==> src/rtl/ltc_regs.svh <==
// register addresses, field values, reset values and counts of the lifetime timer
`ifndef LTC_REGS_SVH
`define LTC_REGS_SVH

`define LTC_ADDR_LOAD   32'hffff0300
`define LTC_ADDR_VLO    32'hffff0304
`define LTC_ADDR_VHI    32'hffff0308
`define LTC_ADDR_CTRL   32'hffff030c
`define LTC_ADDR_CLR    32'hffff0310
`define LTC_ADDR_CAP    32'hffff0314

`define LTC_CTRL_MASK   32'h0003f7df
`define LTC_CTRL_RST    32'h00000000
`define LTC_LOAD_RST    16'h0000
`define LTC_CAP_RST     16'h0000
`define LTC_CNT_RST     48'h000000000000

`define LTC_CLK_CORE    2'h0
`define LTC_CLK_LPOSC   2'h1
`define LTC_CLK_XTAL    2'h2
`define LTC_CLK_PREC    2'h3

`define LTC_PRE_DIV1    4'h0
`define LTC_PRE_DIV16   4'h4
`define LTC_PRE_DIV256  4'h8
`define LTC_PRE_DIV32K  4'hf
`define LTC_LIM_DIV1    15'h0000
`define LTC_LIM_DIV16   15'h000f
`define LTC_LIM_DIV256  15'h00ff
`define LTC_LIM_DIV32K  15'h7fff

`define LTC_EV_RSV_A    5'h04
`define LTC_EV_RSV_B    5'h0d
`define LTC_EV_COUNT    5'h12

`define LTC_FULL16      16'hffff
`define LTC_FULL48      48'hffffffffffff

`define LTC_RESP_OKAY   2'h0
`define LTC_RESP_SLVERR 2'h2

`endif

==> src/rtl/ltc_pkg.sv <==
// types shared by the lifetime timer modules
package ltc_pkg;

  typedef struct packed {
    logic       cap_en;
    logic [4:0] ev_sel;
    logic       rsv11;
    logic [1:0] clk_sel;
    logic       count_up;
    logic       enable;
    logic       periodic;
    logic       rsv5;
    logic       mode48;
    logic [3:0] prescale;
  } ltc_ctrl_s;

  typedef struct packed {
    logic       clr_tgl;
    ltc_ctrl_s  ctrl;
    logic [15:0] load;
  } ltc_xfer_s;

  typedef enum logic [2:0] {
    LTC_R_LOAD = 3'h0,
    LTC_R_VLO  = 3'h1,
    LTC_R_VHI  = 3'h3,
    LTC_R_CTRL = 3'h2,
    LTC_R_CLR  = 3'h6,
    LTC_R_CAP  = 3'h7,
    LTC_R_NONE = 3'h5
  } ltc_reg_e;

  typedef struct packed {
    logic [14:0] div;
  } ltc_pre_s;

  typedef struct packed {
    logic        aw_full;
    logic [31:0] awaddr;
    logic        w_full;
    logic [31:0] wdata;
    logic [3:0]  wstrb;
    logic        bvalid;
    logic [1:0]  bresp;
    logic        rvalid;
    logic [31:0] rdata;
    logic [1:0]  rresp;
    logic [31:0] ctrl;
    logic [15:0] load;
    logic        clr_tgl;
    logic        clr_seen;
    logic        en_q;
    logic [47:0] cnt;
    logic        irq;
    logic        ev_q;
    logic [15:0] cap;
  } ltc_st_s;

endpackage

==> src/rtl/ltc_prescale.sv <==
// prescaler turning the selected source tick into a count enable
`timescale 1ns/1ps
`include "ltc_regs.svh"
module ltc_prescale import ltc_pkg::*; #(
  parameter int DIV_W = 15
) (
  input  wire logic       aclk,
  input  wire logic       aresetn,
  input  wire logic       run,
  input  wire logic       src_tick,
  input  wire logic [3:0] psel,
  output logic            cnt_en
);

  ltc_pre_s st;
  ltc_pre_s next_st;
  logic [14:0] lim;

  function automatic logic [14:0] ltc_pre_limit(input logic [3:0] sel);
    case (sel)
      `LTC_PRE_DIV16:  ltc_pre_limit = `LTC_LIM_DIV16;
      `LTC_PRE_DIV256: ltc_pre_limit = `LTC_LIM_DIV256;
      `LTC_PRE_DIV32K: ltc_pre_limit = `LTC_LIM_DIV32K;
      default:         ltc_pre_limit = `LTC_LIM_DIV1;
    endcase
  endfunction

  assign lim    = ltc_pre_limit(psel);
  assign cnt_en = run && src_tick && (st.div >= lim);

  always_comb begin
    next_st = st;
    if (!run) begin
      next_st.div = '0;
    end else if (src_tick) begin
      next_st.div = (st.div >= lim) ? 15'h0000 : st.div + 15'h0001;
    end
  end

  always_ff @(posedge aclk) begin
    if (!aresetn) begin
      st <= '0;
    end else begin
      st <= next_st;
    end
  end

  a_pre_gap16:
  assert property (@(posedge aclk) disable iff (!aresetn)
    cnt_en && psel == `LTC_PRE_DIV16 && run |=> !cnt_en)
    else $error("divide by 16 gave back to back enables");

endmodule

==> src/rtl/ltc_sync.sv <==
// two-stage double buffer carrying register data into the timer tick domain
`timescale 1ns/1ps
module ltc_sync #(
  parameter int W = 35
) (
  input  wire logic         aclk,
  input  wire logic         aresetn,
  input  wire logic         tick,
  input  wire logic [W-1:0] d,
  output logic      [W-1:0] q
);

  typedef struct packed {
    logic [W-1:0] s1;
    logic [W-1:0] s2;
  } ltc_sync_st_s;

  ltc_sync_st_s st;
  ltc_sync_st_s next_st;

  // both stages advance only on a timer tick
  always_comb begin
    next_st = st;
    if (tick) begin
      next_st.s1 = d;
      next_st.s2 = st.s1;
    end
  end

  always_ff @(posedge aclk) begin
    if (!aresetn) begin
      st <= '0;
    end else begin
      st <= next_st;
    end
  end

  assign q = st.s2;

  a_sync_hold:
  assert property (@(posedge aclk) disable iff (!aresetn) !tick |=> $stable(q))
    else $error("synced data moved without a timer tick");

endmodule

==> src/rtl/ltc_top.sv <==
// lifetime timer with event capture behind an axi4-lite register slave
`timescale 1ns/1ps
`include "ltc_regs.svh"
// Function
// - writing control starts timer; control sets direction, mode and rate
// - interrupt when down count reaches zero or up count reaches full scale
// - any write to clear register clears pending interrupt
// - free-running mode wraps around at terminal count, no reload
// - periodic mode reloads from load register at terminal count
// - counter value readable any time, also while counting
// - each rising edge of selected event copies counter into capture register
// - event codes map to event inputs; codes 4, 13 and above 17 none
// - register data reach counter through two-stage buffer, two timer ticks
// - 48-bit mode counts up from zero; 16-bit mode up or down
// - clock source selectable of four; prescaler 1, 16, 256, 32768
// - value low holds 16 lsbs, value high 32 msbs, both read-only
// - counter reloads from load at terminal count in periodic mode and on clear write
// - clear reload, load and capture work only in 16-bit mode
// - control bits 10:9 select clock source
// - control bits 3:0 select prescaler
// - bit7 enable, bit6 periodic, bit4 48-bit, bit8 count up
// - bit17 capture enable, bits 16:12 event select
module ltc_top import ltc_pkg::*; (
  input  wire logic        aclk,
  input  wire logic        aresetn,
  input  wire logic [31:0] awaddr,
  input  wire logic [2:0]  awprot,
  input  wire logic        awvalid,
  output logic             awready,
  input  wire logic [31:0] wdata,
  input  wire logic [3:0]  wstrb,
  input  wire logic        wvalid,
  output logic             wready,
  output logic [1:0]       bresp,
  output logic             bvalid,
  input  wire logic        bready,
  input  wire logic [31:0] araddr,
  input  wire logic [2:0]  arprot,
  input  wire logic        arvalid,
  output logic             arready,
  output logic [31:0]      rdata,
  output logic [1:0]       rresp,
  output logic             rvalid,
  input  wire logic        rready,
  input  wire logic        lp_osc_tick,
  input  wire logic        xtal_tick,
  input  wire logic        prec_osc_tick,
  input  wire logic [17:0] irq_events,
  output logic             timer_irq
);

  ltc_st_s   st;
  ltc_st_s   next_st;
  ltc_ctrl_s rc;
  ltc_xfer_s xin;
  ltc_xfer_s tq;
  logic      sync_tick;
  logic      src_tick;
  logic      run;
  logic      cnt_en;
  logic      start;
  logic      clr_apply;
  logic      term;
  logic      tc_evt;
  logic      ev_now;
  logic      cap_rise;
  logic      aw_hs;
  logic      ar_hs;

  function automatic ltc_reg_e ltc_dec(input logic [31:0] a);
    case (a)
      `LTC_ADDR_LOAD: ltc_dec = LTC_R_LOAD;
      `LTC_ADDR_VLO:  ltc_dec = LTC_R_VLO;
      `LTC_ADDR_VHI:  ltc_dec = LTC_R_VHI;
      `LTC_ADDR_CTRL: ltc_dec = LTC_R_CTRL;
      `LTC_ADDR_CLR:  ltc_dec = LTC_R_CLR;
      `LTC_ADDR_CAP:  ltc_dec = LTC_R_CAP;
      default:        ltc_dec = LTC_R_NONE;
    endcase
  endfunction

  function automatic logic [31:0] ltc_merge(input logic [31:0] old,
                                            input logic [31:0] nw,
                                            input logic [3:0]  strb);
    logic [31:0] r;
    r = old;
    for (int i = 0; i < 4; i++) begin
      if (strb[i]) begin
        r[i*8 +: 8] = nw[i*8 +: 8];
      end
    end
    ltc_merge = r;
  endfunction

  function automatic logic ltc_clk_pick(input logic [1:0] sel, input logic lp,
                                        input logic xt, input logic pr);
    case (sel)
      `LTC_CLK_LPOSC: ltc_clk_pick = lp;
      `LTC_CLK_XTAL:  ltc_clk_pick = xt;
      `LTC_CLK_PREC:  ltc_clk_pick = pr;
      default:        ltc_clk_pick = 1'b1;
    endcase
  endfunction

  // source selection, register side steers the buffer tick
  assign rc        = ltc_ctrl_s'(st.ctrl[17:0]);
  assign sync_tick = ltc_clk_pick(rc.clk_sel, lp_osc_tick, xtal_tick, prec_osc_tick);
  assign src_tick  = ltc_clk_pick(tq.ctrl.clk_sel, lp_osc_tick, xtal_tick,
                                  prec_osc_tick);
  assign xin.clr_tgl = st.clr_tgl;
  assign xin.ctrl    = rc;
  assign xin.load    = st.load;

  ltc_sync #(
    .W ($bits(ltc_xfer_s))
  ) u_sync (
    .aclk    (aclk),
    .aresetn (aresetn),
    .tick    (sync_tick),
    .d       (xin),
    .q       (tq)
  );

  assign run = tq.ctrl.enable && st.en_q;

  ltc_prescale #(
    .DIV_W (15)
  ) u_pre (
    .aclk     (aclk),
    .aresetn  (aresetn),
    .run      (run),
    .src_tick (src_tick),
    .psel     (tq.ctrl.prescale),
    .cnt_en   (cnt_en)
  );

  // timer side decode
  assign start     = tq.ctrl.enable && !st.en_q;
  assign clr_apply = tq.clr_tgl != st.clr_seen;
  assign term      = tq.ctrl.mode48 ? (st.cnt == `LTC_FULL48) :
                     tq.ctrl.count_up ? (st.cnt[15:0] == `LTC_FULL16) :
                     (st.cnt[15:0] == 16'h0000);
  assign tc_evt    = cnt_en && term;
  assign ev_now    = (tq.ctrl.ev_sel < `LTC_EV_COUNT) && (tq.ctrl.ev_sel != `LTC_EV_RSV_A) &&
                     (tq.ctrl.ev_sel != `LTC_EV_RSV_B) && irq_events[tq.ctrl.ev_sel];
  assign cap_rise  = ev_now && !st.ev_q && tq.ctrl.cap_en && !tq.ctrl.mode48;

  assign awready   = !st.aw_full && !st.bvalid;
  assign wready    = !st.w_full && !st.bvalid;
  assign arready   = !st.rvalid;
  assign aw_hs     = awvalid && awready;
  assign ar_hs     = arvalid && arready;

  always_comb begin
    next_st = st;
    // write channels, taken in either order
    if (aw_hs) begin
      next_st.aw_full = 1'b1;
      next_st.awaddr  = awaddr;
    end
    if (wvalid && wready) begin
      next_st.w_full = 1'b1;
      next_st.wdata  = wdata;
      next_st.wstrb  = wstrb;
    end
    if (st.bvalid && bready) begin
      next_st.bvalid = 1'b0;
    end
    if (st.aw_full && st.w_full && !st.bvalid) begin
      next_st.aw_full = 1'b0;
      next_st.w_full  = 1'b0;
      next_st.bvalid  = 1'b1;
      next_st.bresp   = `LTC_RESP_OKAY;
      case (ltc_dec(st.awaddr))
        LTC_R_LOAD: next_st.load = 16'(ltc_merge({16'h0000, st.load}, st.wdata, st.wstrb));
        LTC_R_CTRL: next_st.ctrl = ltc_merge(st.ctrl, st.wdata, st.wstrb) & `LTC_CTRL_MASK;
        LTC_R_CLR:  next_st.clr_tgl = !st.clr_tgl;
        LTC_R_CAP:  next_st.cap = 16'(ltc_merge({16'h0000, st.cap}, st.wdata, st.wstrb));
        LTC_R_VLO:  next_st.bresp = `LTC_RESP_OKAY;
        LTC_R_VHI:  next_st.bresp = `LTC_RESP_OKAY;
        default:    next_st.bresp = `LTC_RESP_SLVERR;
      endcase
    end
    // read channel
    if (st.rvalid && rready) begin
      next_st.rvalid = 1'b0;
    end
    if (ar_hs) begin
      next_st.rvalid = 1'b1;
      next_st.rresp  = `LTC_RESP_OKAY;
      case (ltc_dec(araddr))
        LTC_R_VLO:  next_st.rdata = {16'h0000, st.cnt[15:0]};
        LTC_R_VHI:  next_st.rdata = tq.ctrl.mode48 ? st.cnt[47:16] : 32'h00000000;
        LTC_R_CTRL: next_st.rdata = st.ctrl;
        LTC_R_CAP:  next_st.rdata = {16'h0000, st.cap};
        LTC_R_LOAD: next_st.rdata = 32'h00000000;
        LTC_R_CLR:  next_st.rdata = 32'h00000000;
        default: begin
          next_st.rdata = 32'h00000000;
          next_st.rresp = `LTC_RESP_SLVERR;
        end
      endcase
    end
    // counter
    next_st.en_q     = tq.ctrl.enable;
    next_st.clr_seen = tq.clr_tgl;
    if (start) begin
      next_st.cnt = tq.ctrl.mode48 ? `LTC_CNT_RST : {32'h00000000, tq.load};
    end else if (clr_apply && !tq.ctrl.mode48) begin
      next_st.cnt = {32'h00000000, tq.load};
    end else if (cnt_en) begin
      if (tq.ctrl.mode48) begin
        next_st.cnt = st.cnt + 48'h000000000001;
      end else if (term && tq.ctrl.periodic) begin
        next_st.cnt = {32'h00000000, tq.load};
      end else if (tq.ctrl.count_up) begin
        next_st.cnt = {32'h00000000, st.cnt[15:0] + 16'h0001};
      end else begin
        next_st.cnt = {32'h00000000, st.cnt[15:0] - 16'h0001};
      end
    end
    // interrupt level, set wins over clear
    if (clr_apply) begin
      next_st.irq = 1'b0;
    end
    if (tc_evt) begin
      next_st.irq = 1'b1;
    end
    // capture has priority over a software write
    next_st.ev_q = ev_now;
    if (cap_rise) begin
      next_st.cap = st.cnt[15:0];
    end
  end

  always_ff @(posedge aclk) begin
    if (!aresetn) begin
      st      <= '0;
      st.ctrl <= `LTC_CTRL_RST;
      st.load <= `LTC_LOAD_RST;
      st.cap  <= `LTC_CAP_RST;
      st.cnt  <= `LTC_CNT_RST;
    end else begin
      st <= next_st;
    end
  end

  assign bvalid    = st.bvalid;
  assign bresp     = st.bresp;
  assign rvalid    = st.rvalid;
  assign rdata     = st.rdata;
  assign rresp     = st.rresp;
  assign timer_irq = st.irq;

  a_irq_on_tc:
  assert property (@(posedge aclk) disable iff (!aresetn) tc_evt |=> timer_irq)
    else $error("terminal count did not raise the interrupt");

  a_clr_drops_irq:
  assert property (@(posedge aclk) disable iff (!aresetn)
    clr_apply && !tc_evt |=> !timer_irq)
    else $error("clear did not drop the interrupt");

  a_free_wraps:
  assert property (@(posedge aclk) disable iff (!aresetn)
    tc_evt && !clr_apply && !tq.ctrl.mode48 && !tq.ctrl.periodic && !tq.ctrl.count_up
    |=> st.cnt[15:0] == `LTC_FULL16)
    else $error("free running down count did not wrap to full scale");

  a_periodic_load:
  assert property (@(posedge aclk) disable iff (!aresetn)
    tc_evt && !tq.ctrl.mode48 && tq.ctrl.periodic |=> st.cnt[15:0] == $past(tq.load))
    else $error("periodic mode did not reload");

  a_low_readback:
  assert property (@(posedge aclk) disable iff (!aresetn)
    ar_hs && araddr == `LTC_ADDR_VLO |=> rvalid && rdata[15:0] == $past(st.cnt[15:0]))
    else $error("value read does not match counter");

  a_capture_copy:
  assert property (@(posedge aclk) disable iff (!aresetn)
    cap_rise |=> st.cap == $past(st.cnt[15:0]) && st.cnt == $past(next_st.cnt))
    else $error("capture did not copy the counter");

  a_mode48_up:
  assert property (@(posedge aclk) disable iff (!aresetn)
    cnt_en && tq.ctrl.mode48 && !start |=> st.cnt == $past(st.cnt) + 48'h000000000001)
    else $error("48-bit mode did not count up by one");

  a_idle_holds:
  assert property (@(posedge aclk) disable iff (!aresetn)
    !tq.ctrl.enable && !clr_apply |=> $stable(st.cnt))
    else $error("counter moved while disabled");

  a_write_resp:
  assert property (@(posedge aclk) disable iff (!aresetn)
    st.aw_full && st.w_full && !st.bvalid |=> bvalid && !awready && !wready)
    else $error("write response missing");

endmodule
==> config.mk <==
export PLATFORM = sky130hd
export DESIGN_NAME = ltc_top
export DESIGN_NICKNAME = d
export VERILOG_FILES = /design/src/rtl/ltc_pkg.sv /design/src/rtl/ltc_prescale.sv /design/src/rtl/ltc_sync.sv /design/src/rtl/ltc_top.sv
export VERILOG_INCLUDE_DIRS = /design/src /design/src/rtl
export SDC_FILE = /design/constraint.sdc
export NUM_CORES = 1
export LEC_CHECK = 0
export BUFFER_PORTS_ARGS = -buffer_cell sky130_fd_sc_hd__buf_2
export CORE_MARGIN = 2
export CORE_UTILIZATION = 59
export DETAILED_ROUTE_END_ITERATION = 8
export GPL_ROUTABILITY_DRIVEN = 0
export GPL_TIMING_DRIVEN = 0
export PLACE_DENSITY = 0.81
export SETUP_SLACK_MARGIN = 0.15
export SYNTH_ARGS = -nofsm -noshare
export SYNTH_HDL_FRONTEND = slang
export SYNTH_SLANG_ARGS = --single-unit
==> constraint.sdc <==
create_clock -name aclk -period 4 [get_ports aclk]
set_clock_uncertainty 0.15 [all_clocks]
set_input_delay 0.2 -clock aclk [delete_from_list [all_inputs] [get_ports aclk]]
set_output_delay 0.2 -clock aclk [all_outputs]
set_load 0.02 [all_outputs]
# --- Word level (Yosys, flattened, before mapping) ---
# Cells that the tools add are included.
word_totals:
  regBits: 275
  output_inout_bits: 42
  word_cells: 157
classes:
  addsub: 4
  magnitude_cmp: 3
  n_eq_ne: 36
  muxes: 34
  n_bitwise: 1
  reduce_logical: 53
ops:
  columns: ["op", "n"]
  rows:
  - ["$eq A32 B32 Y1 const B", 12]
  - ["$mux W48", 4]
  - ["$pmux W32 S4", 1]
  - ["$mux W16", 6]
  - ["$add A48 B1 Y48 const B", 1]
  - ["$eq A48 B48 Y1 const B", 1]
  - ["$pmux W15 S3", 1]
  - ["$pmux W3 S6", 2]
  - ["$mux W35", 1]
  - ["$mux W32", 1]
  - ["$logic_and A1 B1 Y1", 22]
  - ["$reduce_and A3 Y1", 7]
  - ["$add A16 B1 Y16 const B", 1]
  - ["$eq A16 B16 Y1 const B", 1]
  - ["$logic_not A16 Y1", 1]
  - ["$mux W8", 2]
  - ["$sub A16 B1 Y16 const B", 1]
  - ["$add A15 B1 Y15 const B", 1]
  - ["$ge A15 B15 Y1", 1]
  - ["$mux W15", 1]
  - ["$reduce_bool A2 Y1", 7]
  - ["$eq A3 B2 Y1 const B", 4]
  - ["$eq A3 B3 Y1 const B", 4]
  - ["$reduce_or A6 Y1", 2]
  - ["other kinds (21)", 46]

# --- Logic depth before layout (Yosys ltp) ---
logic_depth:
  word_depth: 9
  depth_mapped: 12
  depth_no_buf: 10

# --- Cells and area by module ---
# Synthesis repeated with hierarchy kept, for this count alone.
hier_totals:
  cells_unflattened: 1582
  hier_area_um2: 13865.8
modules_own_cells:
  columns: ["mod", "instances", "cells_per_inst", "area_each_um2", "seq_area_each_um2"]
  rows:
  - ["ltc_top", 1, 1193, 9814.4, 3843.7]
  - ["ltc_sync", 1, 260, 2945.3, 1401.3]
  - ["ltc_prescale", 1, 129, 1106.1, 300.3]

# --- Worst setup path before layout ---
# Ideal clock, no wire load.
synth_path:
  path_kind: "flip-flop to flip-flop"
  start: "register u_sync.st (netlist bit u_sync.q[18])"
  end: "register st[65] (netlist bit)"
  setup_time_ps: 115
  t_arrival_ps: 2919
  t_required_ps: 3735
  slack_ps: 816
  stages_incl_launch_ff: 13
  n_path_buf: 2
  path_cell_list: "dfxtp_1 > nand4_1 > o31ai_1 > inv_1 > ha_1 > a211oi_1 > o21ai_0 > o211a_1 > o31ai_1 > clkbuf_1 > clkbuf_1 > a21oi_1 > o21a_1"
synth_between:
  elab_chain_len: 5
synth_lines:
  columns: ["element", "line_no", "text"]
  rows:
  - ["from (decl)", "ltc_sync.sv:18", "ltc_sync_st_s st;"]
  - ["from (signal assigned)", "ltc_sync.sv:34", "st <= next_st;"]
  - ["$eq A4 B4 Y1 / $eq A4 B3 Y1 (equally long branches)", "ltc_prescale.sv:20", "case (sel)"]
  - ["$pmux W15 S3 *", "ltc_prescale.sv:20", null]
  - ["$ge A15 B15 Y1 *", "ltc_prescale.sv:29", "assign cnt_en = run && src_tick && (st.div >= lim);"]
  - ["$logic_and A1 B1 Y1 *", "ltc_prescale.sv:29", null]
  - ["$reduce_bool A3 Y1 (no source line) *", null, null]
  - ["to (signal assigned)", "ltc_top.sv:244", "st <= next_st;"]
  - ["to (decl)", "ltc_top.sv:52", "ltc_st_s st;"]
# Mark *: on every way between the ends. The rest lies on a longest branch, timed or not.
# A chain may end at the register's enable or synchronous reset.

# --- Final worst setup path ---
layout_path:
  start: "register u_sync.st (netlist bit u_sync.q[20])"
  end: "register st[40] (netlist bit)"
layout_between:
  elab_chain_len: 4
layout_lines:
  columns: ["element", "line_no", "text"]
  rows:
  - ["$mux W48 / $logic_not A1 Y1 (equally long branches)", "ltc_top.sv:212, ltc_top.sv:209", null]
  - ["$mux W48 / $logic_and A1 B1 Y1 (equally long branches)", "ltc_top.sv:211, ltc_top.sv:209", null]
  - ["$mux W48", "ltc_top.sv:209", "end else if (clr_apply && !tq.ctrl.mode48) begin"]
  - ["$mux W48", "ltc_top.sv:207", "if (start) begin"]
# Parallel ways exist; a longest one is shown, timed or not. The select of a mux whose other input is x is not followed.

==> run metrics <==
Longest Clk Path Bufs=3; Routed WL per cell=19.9 um; Worst Tran Pin Value=roughly 1.3 ns; starting utilization of the core area=between 50% and 60%; clk root buf=clkbuf_16; top-area cell type share of the netlist area=around 40%; Largest delay share family, worst path=buffers and inverters; top-count cell post-synth=nand2_1; clk_lat worst skew=0.56 ns; crit path kind=reg2reg; initial antenna violation count=1; register area share after synthesis=between 30% and 40%; Crit path largest cell delay=between 0.6 and 0.7 ns; final core utilization=71.6%; Die Y=between 150 and 200 um; Post-route DRC=2; Post-synth EDFFs=0; Avg Inst Size Synth=8.08 um2; Max VDD drop=367 uV; Filler Cells Inserted=roughly 1800; Tmin final=between 3 and 4 ns; count of input and output buffers=149; RSZ-0062 raised after global routing=no; Setup violations, final=0; mapped cell area=roughly 0.014 mm2; total gr overflow=0; Post-synth top flop=dfxtp_1; final total power=about 5.9 mW; Reg area=around 0.0055 mm2; CTS H-tree lvls=1; die extent in x=approximately 160 um; CTS sink count=~270; largest net degree at the start of global routing=16; FFs w/ async S/R, synth=0%; endpoint type of the worst setup path=flop; Worst Path Required=around 4.3 ns; hold crit path type=in2reg; Critical-path top delay cell=clkbuf_1; Hold Fails Final Rpt=0; leakage power=about 6.4 nW; status=finished, violations left; violated checks=DRC; TNS Setup=0 ns; final worst path period share=between 90% and 100%; Worst Path Max Fanout=10; worst-path cell chain=clkbuf_1, clkinv_1, nor2_1, clkbuf_1, clkbuf_1, o21ai_1, o32ai_1; vias=between 10000 and 15000; Yosys warning count=0; Synth area leaders=dfxtp_1 (40%), nand2_1 (9.4%), a21oi_1 (6.4%); ANT cells=0; post-layout net count=between 2000 and 2500; Cells after Synth=between 1500 and 2000; PwrDens=between 300 and 400 mW/mm2; CORE AREA=0.0233 mm2; vias in the first global route=approximately 14000; CTS buffer count=28; CTS clk-pin slew, worst paths=~0.060 ns; total track usage=35.8%; synth cell count leaders=nand2_1 (347), dfxtp_1 (273), a21oi_1 (177); layout cells sized above 1=14.8%; design area=between 0.015 and 0.02 mm2; first-pass GRT wire length=between 70000 and 80000 um; TritonCTS clock tree=built; MaxCap Viol Count=0; DP Area=between 0.01 and 0.015 mm2; Yosys cell types=82; starting DRC count in detailed routing=roughly 1600; CP startpoint kind=flop; Detailed Route WL=between 40000 and 50000 um; Antenna Violating Nets Remaining=0; relative slew slack=approximately a tenth; final slew viol count=0; area of the multi-input gates=between 0.007 and 0.008 mm2; Synth Register Bits=273; WP data arrival=about 4 ns; vias per std cell=approximately 6.3; CP most frequent cell=clkbuf_1; WP buf/inv=4; Layout area overhead=20.5%; area leader, netlist=dfxtp_1; # IOs=between 150 and 200; Die Area=between 0.02 and 0.025 mm2; drt pass-1 iters=9; dpl hpwl=around 31000 um; Peak Freq=0.277 GHz; row count=56
==> power breakdown <==
part	internal (mW)	leakage, nW	switching (mW)
clock	1.61	0.474	1.15
combinational	0.143	3.70	0.208
sequential	2.76	2.21	0.0417
total	4.52	6.39	1.40
==> layout by cell type, fill, tap and decap left out, types with 13 or more instances in the layout <==
master         count
a211oi_1          33
a21oi_1          177
a221oi_1          16
a22o_1            16
a31oi_1           21
buf_2            166
buf_4             37
clkbuf_1          91
clkbuf_16         28
dfxtp_1          273
dlygate4sd3_1     69
ha_1              32
inv_1             23
mux2i_1           57
nand2_1          347
nand3_1           51
nand4_1           32
nor2_1           114
nor3_1            34
nor4_1            14
o21a_1            13
o21ai_0           37
o22ai_1           13
xnor2_1           28
==> final cells by class <==
type,instances,share of cell area [%]
multi-input cells,1261,45.1
flip-flops and latches,273,32.8
repair buffers,219,8.67
plain buffers,153,4.63
clock buffers,37,4.59
well taps,319,2.40
clock inverters,15,1.25
inverters,25,0.563
==> metrics by stage <==
step	setup slack, ns	hold WS, ns	cells
CTS	0.170	0.0482	2301
finish	0.392	0.0579	2302
detailed placement	-0.0871	0.238	2180
global route	0.209	0.0710	2302
floorplan	0.816	0.149	1712
global placement	0.0246	0.237	2180
==> worst reg2reg max path: stages, from the launching register on <==
cell	delay, ns
dfxtp_1	0.30
clkbuf_1	0.52
clkinv_1	0.47
nor2_1	0.24
clkbuf_1	0.47
clkbuf_1	0.62
o21ai_1	0.47
o32ai_1	0.26
==> cell families after synthesis <==
family | share of synthesized area (%)
other | 0.0271
adder cells (fa/ha/maj) | 3.04
AO/OA/AOI/OAI | 20.7
multiplexers | 4.78
XOR/XNOR | 2.34
flip-flops | 39.5
buffers and inverters | 6.24
AND/OR/NAND/NOR | 23.3
==> flip-flops by register name, summed over array words and instances, names as in the netlist <==
name / cells
u_sync.q: 33
rresp: 1
u_sync.st: 33
rvalid: 1
st: 139
bvalid: 1
rdata: 32
bresp: 1
u_pre.st: 15
timer_irq: 1
rc: 16
==> what timing repair did <==
| action | in CTS | in global routing |
|---|---|---|
| pin swaps | 0 | 1 |
| setup endpoints to repair | 10 | 45 |
| hold buffers | 69 | 0 |
| cloned | 0 | 0 |
| hold endpoints to repair | 64 | 0 |
| setup buffers | 0 | 1 |
| resized for setup | 2 | 4 |
==> routing by layer <==
metal	track usage [%]	routed length (um)	vias to the layer above	share of wire [%]
met4	18.3	2570	0	5.6
met3	8.31	4930	223	11
met5	0	0	-	0
li1	-	-	6618	-
met2	58.3	20900	856	46
met1	44.4	17300	6788	38
==> worst paths after layout <==
path	start	to	slack, ns	cells after the start
max	u_sync.q[20]	st[40]	0.39	7
min	irq_events[16]	st[16]	0.06	5
max reg2reg	u_sync.q[20]	st[40]	0.39	7
min reg2reg	rdata[27]	rdata[27]	0.30	2
Power figures use the tool's default switching activity.
